==> src/common/spc_pkg.sv <==
// Behaviour
// [RULE1] Command addresses are read-only triggering virtual registers
// [RULE2] Read 0x900 copies mirrors into hardware registers
// [RULE3] Read 0xA00 copies hardware registers into mirrors
// [RULE4] Read 0xC00 returns firmware version
// [RULE5] Read 0xC01 converts temperature, answers when done
// [RULE6] Temperature answer in whole degrees Celsius
// [RULE7] Master programs scaling coefficient before temperature read
// [RULE8] Read 0xC02 enters halt state
// [RULE9] Read 0xC03 enters reduced-power state
// [RULE10] Read 0xC04 leaves reduced-power, returns one byte
// [RULE11] Shared bus needs one select per device
// [RULE12] Writes to command addresses are ignored
//
package spc_pkg;

  // ****************************************
  // Command addresses
  // ****************************************
  localparam logic [11:0] MIRROR_TO_HW_COMMAND = 12'h900;
  localparam logic [11:0] HW_TO_MIRROR_COMMAND = 12'hA00;
  localparam logic [11:0] FIRMWARE_VERSION_QUERY = 12'hC00;
  localparam logic [11:0] TEMPERATURE_READ_COMMAND = 12'hC01;
  localparam logic [11:0] HALT_ENTRY_COMMAND = 12'hC02;
  localparam logic [11:0] REDUCED_POWER_ENTRY_COMMAND = 12'hC03;
  localparam logic [11:0] REDUCED_POWER_EXIT_COMMAND = 12'hC04;

  // ****************************************
  // Values
  // ****************************************
  localparam logic [7:0] DUMMY_BYTE = 8'h00;
  localparam logic [7:0] HW_REG_RESET = 8'h00;
  localparam logic [7:0] FW_VERSION_DEFAULT = 8'h01;
  localparam int TEMP_FRAC_BITS = 16;
  localparam logic signed [16:0] TEMP_MAX_DEG = 17'sh0007F;
  localparam logic signed [16:0] TEMP_MIN_DEG = -17'sh00080;

  // ****************************************
  // States
  // ****************************************
  typedef enum logic [1:0]
  {
    ST_IDLE = 2'b00,
    ST_WAIT = 2'b01
  } cmd_state_t;

endpackage

==> src/design/special_command_decoder.sv <==
`timescale 1ns/100ps
`default_nettype none
module special_command_decoder
  import spc_pkg::*;
#(
  parameter logic [7:0] FW_VERSION = FW_VERSION_DEFAULT
)
(
  input wire logic clk,
  input wire logic sys_rst,
  input wire logic acc_valid,
  input wire logic acc_write,
  input wire logic [11:0] acc_addr,
  input wire logic [7:0] converter_format_mirror,
  input wire logic [7:0] converter_rate_mirror,
  input wire logic [7:0] converter_acquisition_mirror,
  input wire logic [7:0] serial_port_config_mirror,
  input wire logic [15:0] temperature_scaling_coefficient,
  input wire logic sensor_done,
  input wire logic [15:0] sensor_raw,
  output logic rd_valid,
  output logic [7:0] rd_data,
  output logic busy,
  output logic mirror_load,
  output logic [7:0] hw_format,
  output logic [7:0] hw_rate,
  output logic [7:0] hw_acquisition,
  output logic [7:0] hw_serial_config,
  output logic sensor_start,
  output logic halted,
  output logic reduced_power_state
);

  // ****************************************
  // Decode
  // ****************************************
  cmd_state_t state_r;
  cmd_state_t state_nxt;
  logic rd_take;
  logic hit_upd_hw;
  logic hit_hw_to_mirror_command;
  logic hit_ver;
  logic hit_temp;
  logic hit_halt;
  logic hit_lp_in;
  logic hit_lp_out;
  logic hit_any;
  logic conv_done;
  logic [7:0] conv_celsius;
  logic rd_valid_nxt;
  logic [7:0] rd_data_nxt;

  assign rd_take = acc_valid && !acc_write && (state_r == ST_IDLE); // [RULE1] [RULE12]
  assign hit_upd_hw = rd_take && (acc_addr == MIRROR_TO_HW_COMMAND);
  assign hit_hw_to_mirror_command = rd_take && (acc_addr == HW_TO_MIRROR_COMMAND);
  assign hit_ver = rd_take && (acc_addr == FIRMWARE_VERSION_QUERY);
  assign hit_temp = rd_take && (acc_addr == TEMPERATURE_READ_COMMAND);
  assign hit_halt = rd_take && (acc_addr == HALT_ENTRY_COMMAND);
  assign hit_lp_in = rd_take && (acc_addr == REDUCED_POWER_ENTRY_COMMAND);
  assign hit_lp_out = rd_take && (acc_addr == REDUCED_POWER_EXIT_COMMAND);
  assign hit_any = hit_upd_hw || hit_hw_to_mirror_command || hit_ver || hit_halt || hit_lp_in || hit_lp_out;

  // ****************************************
  // Answer
  // ****************************************
  assign rd_valid_nxt = hit_any || conv_done; // [RULE1] [RULE5]
  assign rd_data_nxt = conv_done ? conv_celsius : // [RULE6]
                       hit_ver ? FW_VERSION : DUMMY_BYTE; // [RULE4] [RULE2] [RULE3] [RULE10]
  assign state_nxt = hit_temp ? ST_WAIT : (conv_done ? ST_IDLE : state_r); // [RULE5]

  always_ff @(posedge clk or posedge sys_rst)
  begin
    if (sys_rst)
    begin
      state_r <= ST_IDLE;
      rd_valid <= 1'b0;
      rd_data <= 8'h00;
      busy <= 1'b0;
    end
    else
    begin
      state_r <= state_nxt;
      rd_valid <= rd_valid_nxt;
      rd_data <= rd_data_nxt;
      busy <= (state_nxt == ST_WAIT);
    end
  end

  // ****************************************
  // Hardware registers and mirror copy
  // ****************************************
  always_ff @(posedge clk or posedge sys_rst)
  begin
    if (sys_rst)
    begin
      hw_format <= HW_REG_RESET;
      hw_rate <= HW_REG_RESET;
      hw_acquisition <= HW_REG_RESET;
      hw_serial_config <= HW_REG_RESET;
      mirror_load <= 1'b0;
    end
    else
    begin
      mirror_load <= hit_hw_to_mirror_command; // [RULE3]
      if (hit_upd_hw)
      begin
        hw_format <= converter_format_mirror; // [RULE2]
        hw_rate <= converter_rate_mirror;
        hw_acquisition <= converter_acquisition_mirror;
        hw_serial_config <= serial_port_config_mirror;
      end
    end
  end

  // ****************************************
  // Power states
  // ****************************************
  always_ff @(posedge clk or posedge sys_rst)
  begin
    if (sys_rst)
    begin
      halted <= 1'b0;
      reduced_power_state <= 1'b0;
    end
    else
    begin
      if (hit_halt)
      begin
        halted <= 1'b1; // [RULE8]
      end
      if (hit_lp_in)
      begin
        reduced_power_state <= 1'b1; // [RULE9]
      end
      else if (hit_lp_out)
      begin
        reduced_power_state <= 1'b0; // [RULE10]
      end
    end
  end

  // ****************************************
  // Temperature conversion
  // ****************************************
  temp_converter u_temp
  (
    .clk(clk),
    .sys_rst(sys_rst),
    .start(hit_temp),
    .sensor_done(sensor_done && (state_r == ST_WAIT)),
    .sensor_raw(sensor_raw),
    .temperature_scaling_coefficient(temperature_scaling_coefficient),
    .sensor_start(sensor_start),
    .conv_done(conv_done),
    .celsius(conv_celsius)
  );

  // ****************************************
  // Checks
  // ****************************************
  AST_RO_READ: assert property (@(posedge clk) disable iff (sys_rst) // [RULE1]
    (rd_take && (hit_any || hit_temp)) |=> (rd_valid || busy))
    else $error("command read produced neither answer nor wait");

  AST_UPD_HW: assert property (@(posedge clk) disable iff (sys_rst) // [RULE2]
    hit_upd_hw |=> (hw_format == $past(converter_format_mirror))
      && (hw_serial_config == $past(serial_port_config_mirror)) && rd_valid)
    else $error("mirror to hardware copy failed");

  AST_HW_TO_MIRROR_COMMAND: assert property (@(posedge clk) disable iff (sys_rst) // [RULE3]
    hit_hw_to_mirror_command |=> mirror_load && rd_valid ##1 !mirror_load)
    else $error("hardware to mirror load not a single pulse");

  AST_VERSION: assert property (@(posedge clk) disable iff (sys_rst) // [RULE4]
    hit_ver |=> rd_valid && (rd_data == FW_VERSION))
    else $error("wrong firmware version answer");

  AST_TEMP_START: assert property (@(posedge clk) disable iff (sys_rst) // [RULE5]
    hit_temp |=> sensor_start && busy && !rd_valid)
    else $error("temperature read did not start conversion");

  AST_TEMP_NO_EARLY: assert property (@(posedge clk) disable iff (sys_rst) // [RULE5]
    (state_r == ST_WAIT) && !conv_done |=> !rd_valid)
    else $error("temperature answered before conversion end");

  AST_TEMP_RESULT: assert property (@(posedge clk) disable iff (sys_rst) // [RULE6]
    conv_done |=> rd_valid && (rd_data == $past(conv_celsius)) && !busy)
    else $error("temperature result not delivered");

  AST_HALT: assert property (@(posedge clk) disable iff (sys_rst) // [RULE8]
    hit_halt |=> halted [*2])
    else $error("halt not entered");

  AST_LP_ENTER: assert property (@(posedge clk) disable iff (sys_rst) // [RULE9]
    hit_lp_in |=> reduced_power_state)
    else $error("reduced power not entered");

  AST_LP_EXIT: assert property (@(posedge clk) disable iff (sys_rst) // [RULE10]
    hit_lp_out |=> !reduced_power_state && rd_valid)
    else $error("reduced power not left");

  AST_WRITE_IGNORED: assert property (@(posedge clk) disable iff (sys_rst) // [RULE12]
    (acc_valid && acc_write && (state_r == ST_IDLE)) |=> !rd_valid && !mirror_load
      && !sensor_start && $stable(hw_format) && $stable(reduced_power_state))
    else $error("write to command address had an effect");

  AST_BUSY_IGNORES: assert property (@(posedge clk) disable iff (sys_rst) // [RULE5]
    (acc_valid && busy && !conv_done) |=> !rd_valid && !mirror_load && !sensor_start
      && $stable(hw_format) && $stable(halted) && $stable(reduced_power_state))
    else $error("access while busy had an effect");

  AST_DUMMY_ANSWER: assert property (@(posedge clk) disable iff (sys_rst) // [RULE10]
    (hit_upd_hw || hit_hw_to_mirror_command || hit_halt || hit_lp_in || hit_lp_out)
      |=> rd_valid && (rd_data == DUMMY_BYTE))
    else $error("command answer is not the dummy byte");

  AST_HW_HOLD: assert property (@(posedge clk) disable iff (sys_rst) // [RULE2]
    !hit_upd_hw |=> $stable(hw_format) && $stable(hw_rate)
      && $stable(hw_acquisition) && $stable(hw_serial_config))
    else $error("hardware register changed without copy command");

  AST_HALT_STAYS: assert property (@(posedge clk) disable iff (sys_rst) // [RULE8]
    halted |=> halted)
    else $error("halt state left without reset");

endmodule
`default_nettype wire

==> src/design/temp_converter.sv <==
`timescale 1ns/100ps
`default_nettype none
module temp_converter
  import spc_pkg::*;
(
  input wire logic clk,
  input wire logic sys_rst,
  input wire logic start,
  input wire logic sensor_done,
  input wire logic [15:0] sensor_raw,
  input wire logic [15:0] temperature_scaling_coefficient,
  output logic sensor_start,
  output logic conv_done,
  output logic [7:0] celsius
);

  // ****************************************
  // Scaling to whole degrees
  // ****************************************
  logic signed [32:0] product;
  logic signed [16:0] degrees;
  logic [7:0] celsius_nxt;

  assign product = $signed(sensor_raw) * $signed({1'b0, temperature_scaling_coefficient});
  assign degrees = 17'(product >>> TEMP_FRAC_BITS); // [RULE6]
  assign celsius_nxt = (degrees > TEMP_MAX_DEG) ? 8'h7F :
                       (degrees < TEMP_MIN_DEG) ? 8'h80 : degrees[7:0]; // [RULE6]

  always_ff @(posedge clk or posedge sys_rst)
  begin
    if (sys_rst)
    begin
      sensor_start <= 1'b0;
      conv_done <= 1'b0;
      celsius <= 8'h00;
    end
    else
    begin
      sensor_start <= start; // [RULE5]
      conv_done <= sensor_done;
      if (sensor_done)
      begin
        celsius <= celsius_nxt;
      end
    end
  end

endmodule
`default_nettype wire

==> config.mk <==
export PLATFORM = sky130hd
export DESIGN_NAME = special_command_decoder
export DESIGN_NICKNAME = d
export VERILOG_FILES = /design/src/common/spc_pkg.sv /design/src/design/special_command_decoder.sv /design/src/design/temp_converter.sv
export SDC_FILE = /design/constraint.sdc
export NUM_CORES = 1
export LEC_CHECK = 0
export BUFFER_PORTS_ARGS = -buffer_cell sky130_fd_sc_hd__buf_2
export CORE_MARGIN = 8
export CORE_UTILIZATION = 60
export DETAILED_ROUTE_END_ITERATION = 8
export PLACE_DENSITY = 0.88
export SLEW_MARGIN = 10
export SYNTH_ARGS = -nofsm -noshare
export SYNTH_HDL_FRONTEND = slang
export SYNTH_SLANG_ARGS = --single-unit
==> constraint.sdc <==
create_clock -name clk -period 2.8 [get_ports clk]
set_input_delay 0.28 -clock clk [delete_from_list [all_inputs] [get_ports clk]]
set_output_delay 0.28 -clock clk [all_outputs]
set_load 0.05 [all_outputs]
==> results.ini <==
[setup_path]
cp_max_fo = 7
critPathSlowestCell = fa_1
start_kind = input pin
crit_chain = buf_12 -> and2_4 -> fa_1 -> inv_2 -> fa_1 -> fa_1 -> fa_1 -> inv_1 -> fa_1 -> inv_1 -> fa_1 -> inv_2 -> ha_4 -> and2_4 -> nand3_2 -> or3_4 -> o211ai_2 -> a41o_1 -> xor2_1 -> nand2_1 -> nor4_4 -> a31oi_4 -> a311oi_2
cp_common_cell = fa_1
worstPathRequired_ns = 3.01
worst_path_largest_cell_delay_ns = 0.61
reg2reg_slack_ns = 0.71
critPathKind = input pin to register
worstPathArrival_ns = 6.46
endpoint_kind = register

[sta]
tightest_slew_ns = 0.583
slew_headroom = 0.607
tns_ns = -26.89
finalCritPeriodShare = 2.23
min_period_ns = 6.24
fmax_mhz = 160
hold_viol = 0
fin_ws_ns = -3.44
rsz0062_at_grt = yes
drv_slew = 0
finalSetupViolCount = 8
fin_skew_ns = 0.00664

[cts]
cts_made_buffers = 9
clkSlewWorstSetupHoldPaths_ns = 0.05
cts-root-buf = clkbuf_16
clockBufferDepth = 2
cts_tree = built
clock-sinks = 57
clk_latency_ns = 0.32
htreeDepth = 3

[global_routing]
grtUsageTotal = 0.266
antenna_found_initial = 0
grt_pass1_wl_mm = 48.7
grt_overflow = 0
grt_max_degree = 40
use_met2 = 0.505
gr-usage-met1 = 0.275
grt_util_met3 = 0.0466
top_usage_layer = met2
grt_pass1_vias = 10700

[yosys]
async_flop_share = 1.00
synth_seq_area_share = 0.130
synth_cells = 1171
yosys.area.top_type_share = 0.351
ys_ff_latch = 57
ys_types = 64
synth-edff-count = 0
ys_top_cells_by_area = fa_1 35%, ha_1 14%, dfrtp_1 13%
yosysTopAreaCell = fa_1
synth_area_per_cell_um2 = 9.40
yosysWarnings = 0
synthTopCellsByCount = 253 x inv_1, 193 x fa_1, 147 x nand2_1
syn-num-nets = 1564
synth_most_common_cell = inv_1
yosys_most_used_dff = dfrtp_1
syn_area_um2 = 11000

[place]
hpwl_mm = 23.9
place.gp.congestion = 0.894
portBuffers = 126

[layout]
fin_util = 0.770
drive_above_1_share = 0.291
fill_cells = 1028
num_antenna_cells = 0
nNetsFinal = 1803
syn2layout_area_growth_pct = 25.7

[status]
violations = setup timing
status = finished with violations

[floorplan]
die_x_um = 151
die_h_um = 151
start_util = 0.613
row_count = 49
fp.dieArea_um2 = 22900
io-pin-count = 127
core_area_um2 = 18000

[drt]
drt-pass1-iter-count = 5
drc = 0
wl_per_cell_um = 20.1
ant_nets = 0
vias = 9567
wl_mm = 33.0
drt-initial-drc-count = 693
viasPerCell = 5.82

[job]
drv_cap = 0

[worst_hold_path]
hold_class = input pin to register

==> flip-flops by register name, indices dropped and copies added (netlist names) <==
signal / flops
rd_data: 8
hw_acquisition: 8
hw_format: 8
u_temp.conv_done: 1
hw_serial_config: 8
reduced_power_state: 1
u_temp.sensor_start: 1
mirror_load: 1
rd_valid: 1
hw_rate: 8
u_temp.celsius: 8
halted: 1
state_r: 2
busy: 1
==> worst max-delay path: cells and delay by family <==
family / cells / cell delay, ns
AO/OA/AOI/OAI: 4 / 0.91
adder cells (fa/ha/maj): 7 / 3.46
AND/OR/NAND/NOR: 6 / 1.22
buffers and inverters: 5 / 0.38
XOR/XNOR: 1 / 0.20
==> logic make-up (layout without fill, tap and decap cells) <==
| logic type | Yosys count | in the layout | share of synthesized area |
|---|---|---|---|
| adder cells (fa/ha/maj) | 312 | 312 | 0.486 |
| multiplexers | 32 | 32 | 0.0327 |
| AO/OA/AOI/OAI | 95 | 95 | 0.0674 |
| AND/OR/NAND/NOR | 358 | 358 | 0.165 |
| flip-flops | 57 | 57 | 0.130 |
| buffers and inverters | 296 | 540 | 0.102 |
| XOR/XNOR | 21 | 21 | 0.0167 |
==> stage by stage <==
step	cell area, um2	worst slack [ns]	hold slack [ns]	std cells
after floorplan	11100	-3.19	0.376	1171
after global placement	12800	-3.44	0.275	1611
after detailed placement	12800	-3.60	0.292	1611
after CTS	13500	-3.14	0.182	1633
after global routing	13800	-3.59	0.189	1644
final	13800	-3.44	0.191	1644
==> placed cells by master (no fill, tap or decap), drive strengths merged, types with 2 or more instances in the layout <==
master and instances:
buf 264, inv 254, fa 193, nand2 147
and2 128, ha 119, dfrtp 57, nor2 36
mux2 32, a21oi 28, clkbuf 16, o21ai 15
xnor2 14, nand2b 10, xor2 7, nand3 7
a311oi 7, a21o 6, o21a 5, and3 5
nand4 4, o21bai 4, o31ai 4, a31oi 4
and4b 3, nor2b 3, bufinv 3, nor3 3
o211ai 3, a41o 3, o2111a 2, nand4b 2
or4b 2, o31a 2, and3b 2, o41ai 2
a2111oi 2
==> timing repair <==
item                                   4_1_cts  5_1_grt
hold buffers                                 1        0
setup endpoints to repair                    8        8
gates cloned                                 0        1
resized for setup                           57       91
pin swaps                                   27       49
buffers inserted                             5       10
endpoints found under the hold margin       18        0
==> worst paths after layout <==
kind	cells after the start	start	end
worst max-delay path	23	sensor_raw[6]	u_temp.celsius[5]
worst min-delay path	2	converter_rate_mirror[4]	hw_rate[4]
worst max register to register	6	state_r[0]	hw_acquisition[2]
worst min register to register	1	state_r[1]	busy
max in group asynchronous	4	sys_rst	hw_acquisition[7]
min in group asynchronous	3	sys_rst	hw_serial_config[3]
==> final cells by class <==
cell class,count,area [um2],area share
Clock buffer,11,243,0.0176
Clock inverter,5,103,0.00742
Inverter,254,953,0.0689
Multi-Input combinational cell,818,8850,0.640
Sequential cell,57,1430,0.103
Tap cell,229,287,0.0207
Timing Repair Buffer,270,1970,0.143
==> metal layers <==
metal	vias up	wire, um
met3	219	2560
met4	0	2400
met2	577	17400
li1	4075	-
met1	4696	10600
met5	-	0
Power is left out: the tool's default activity adds up to more than one toggle a clock period on the data nets, which glitch-free logic cannot reach.
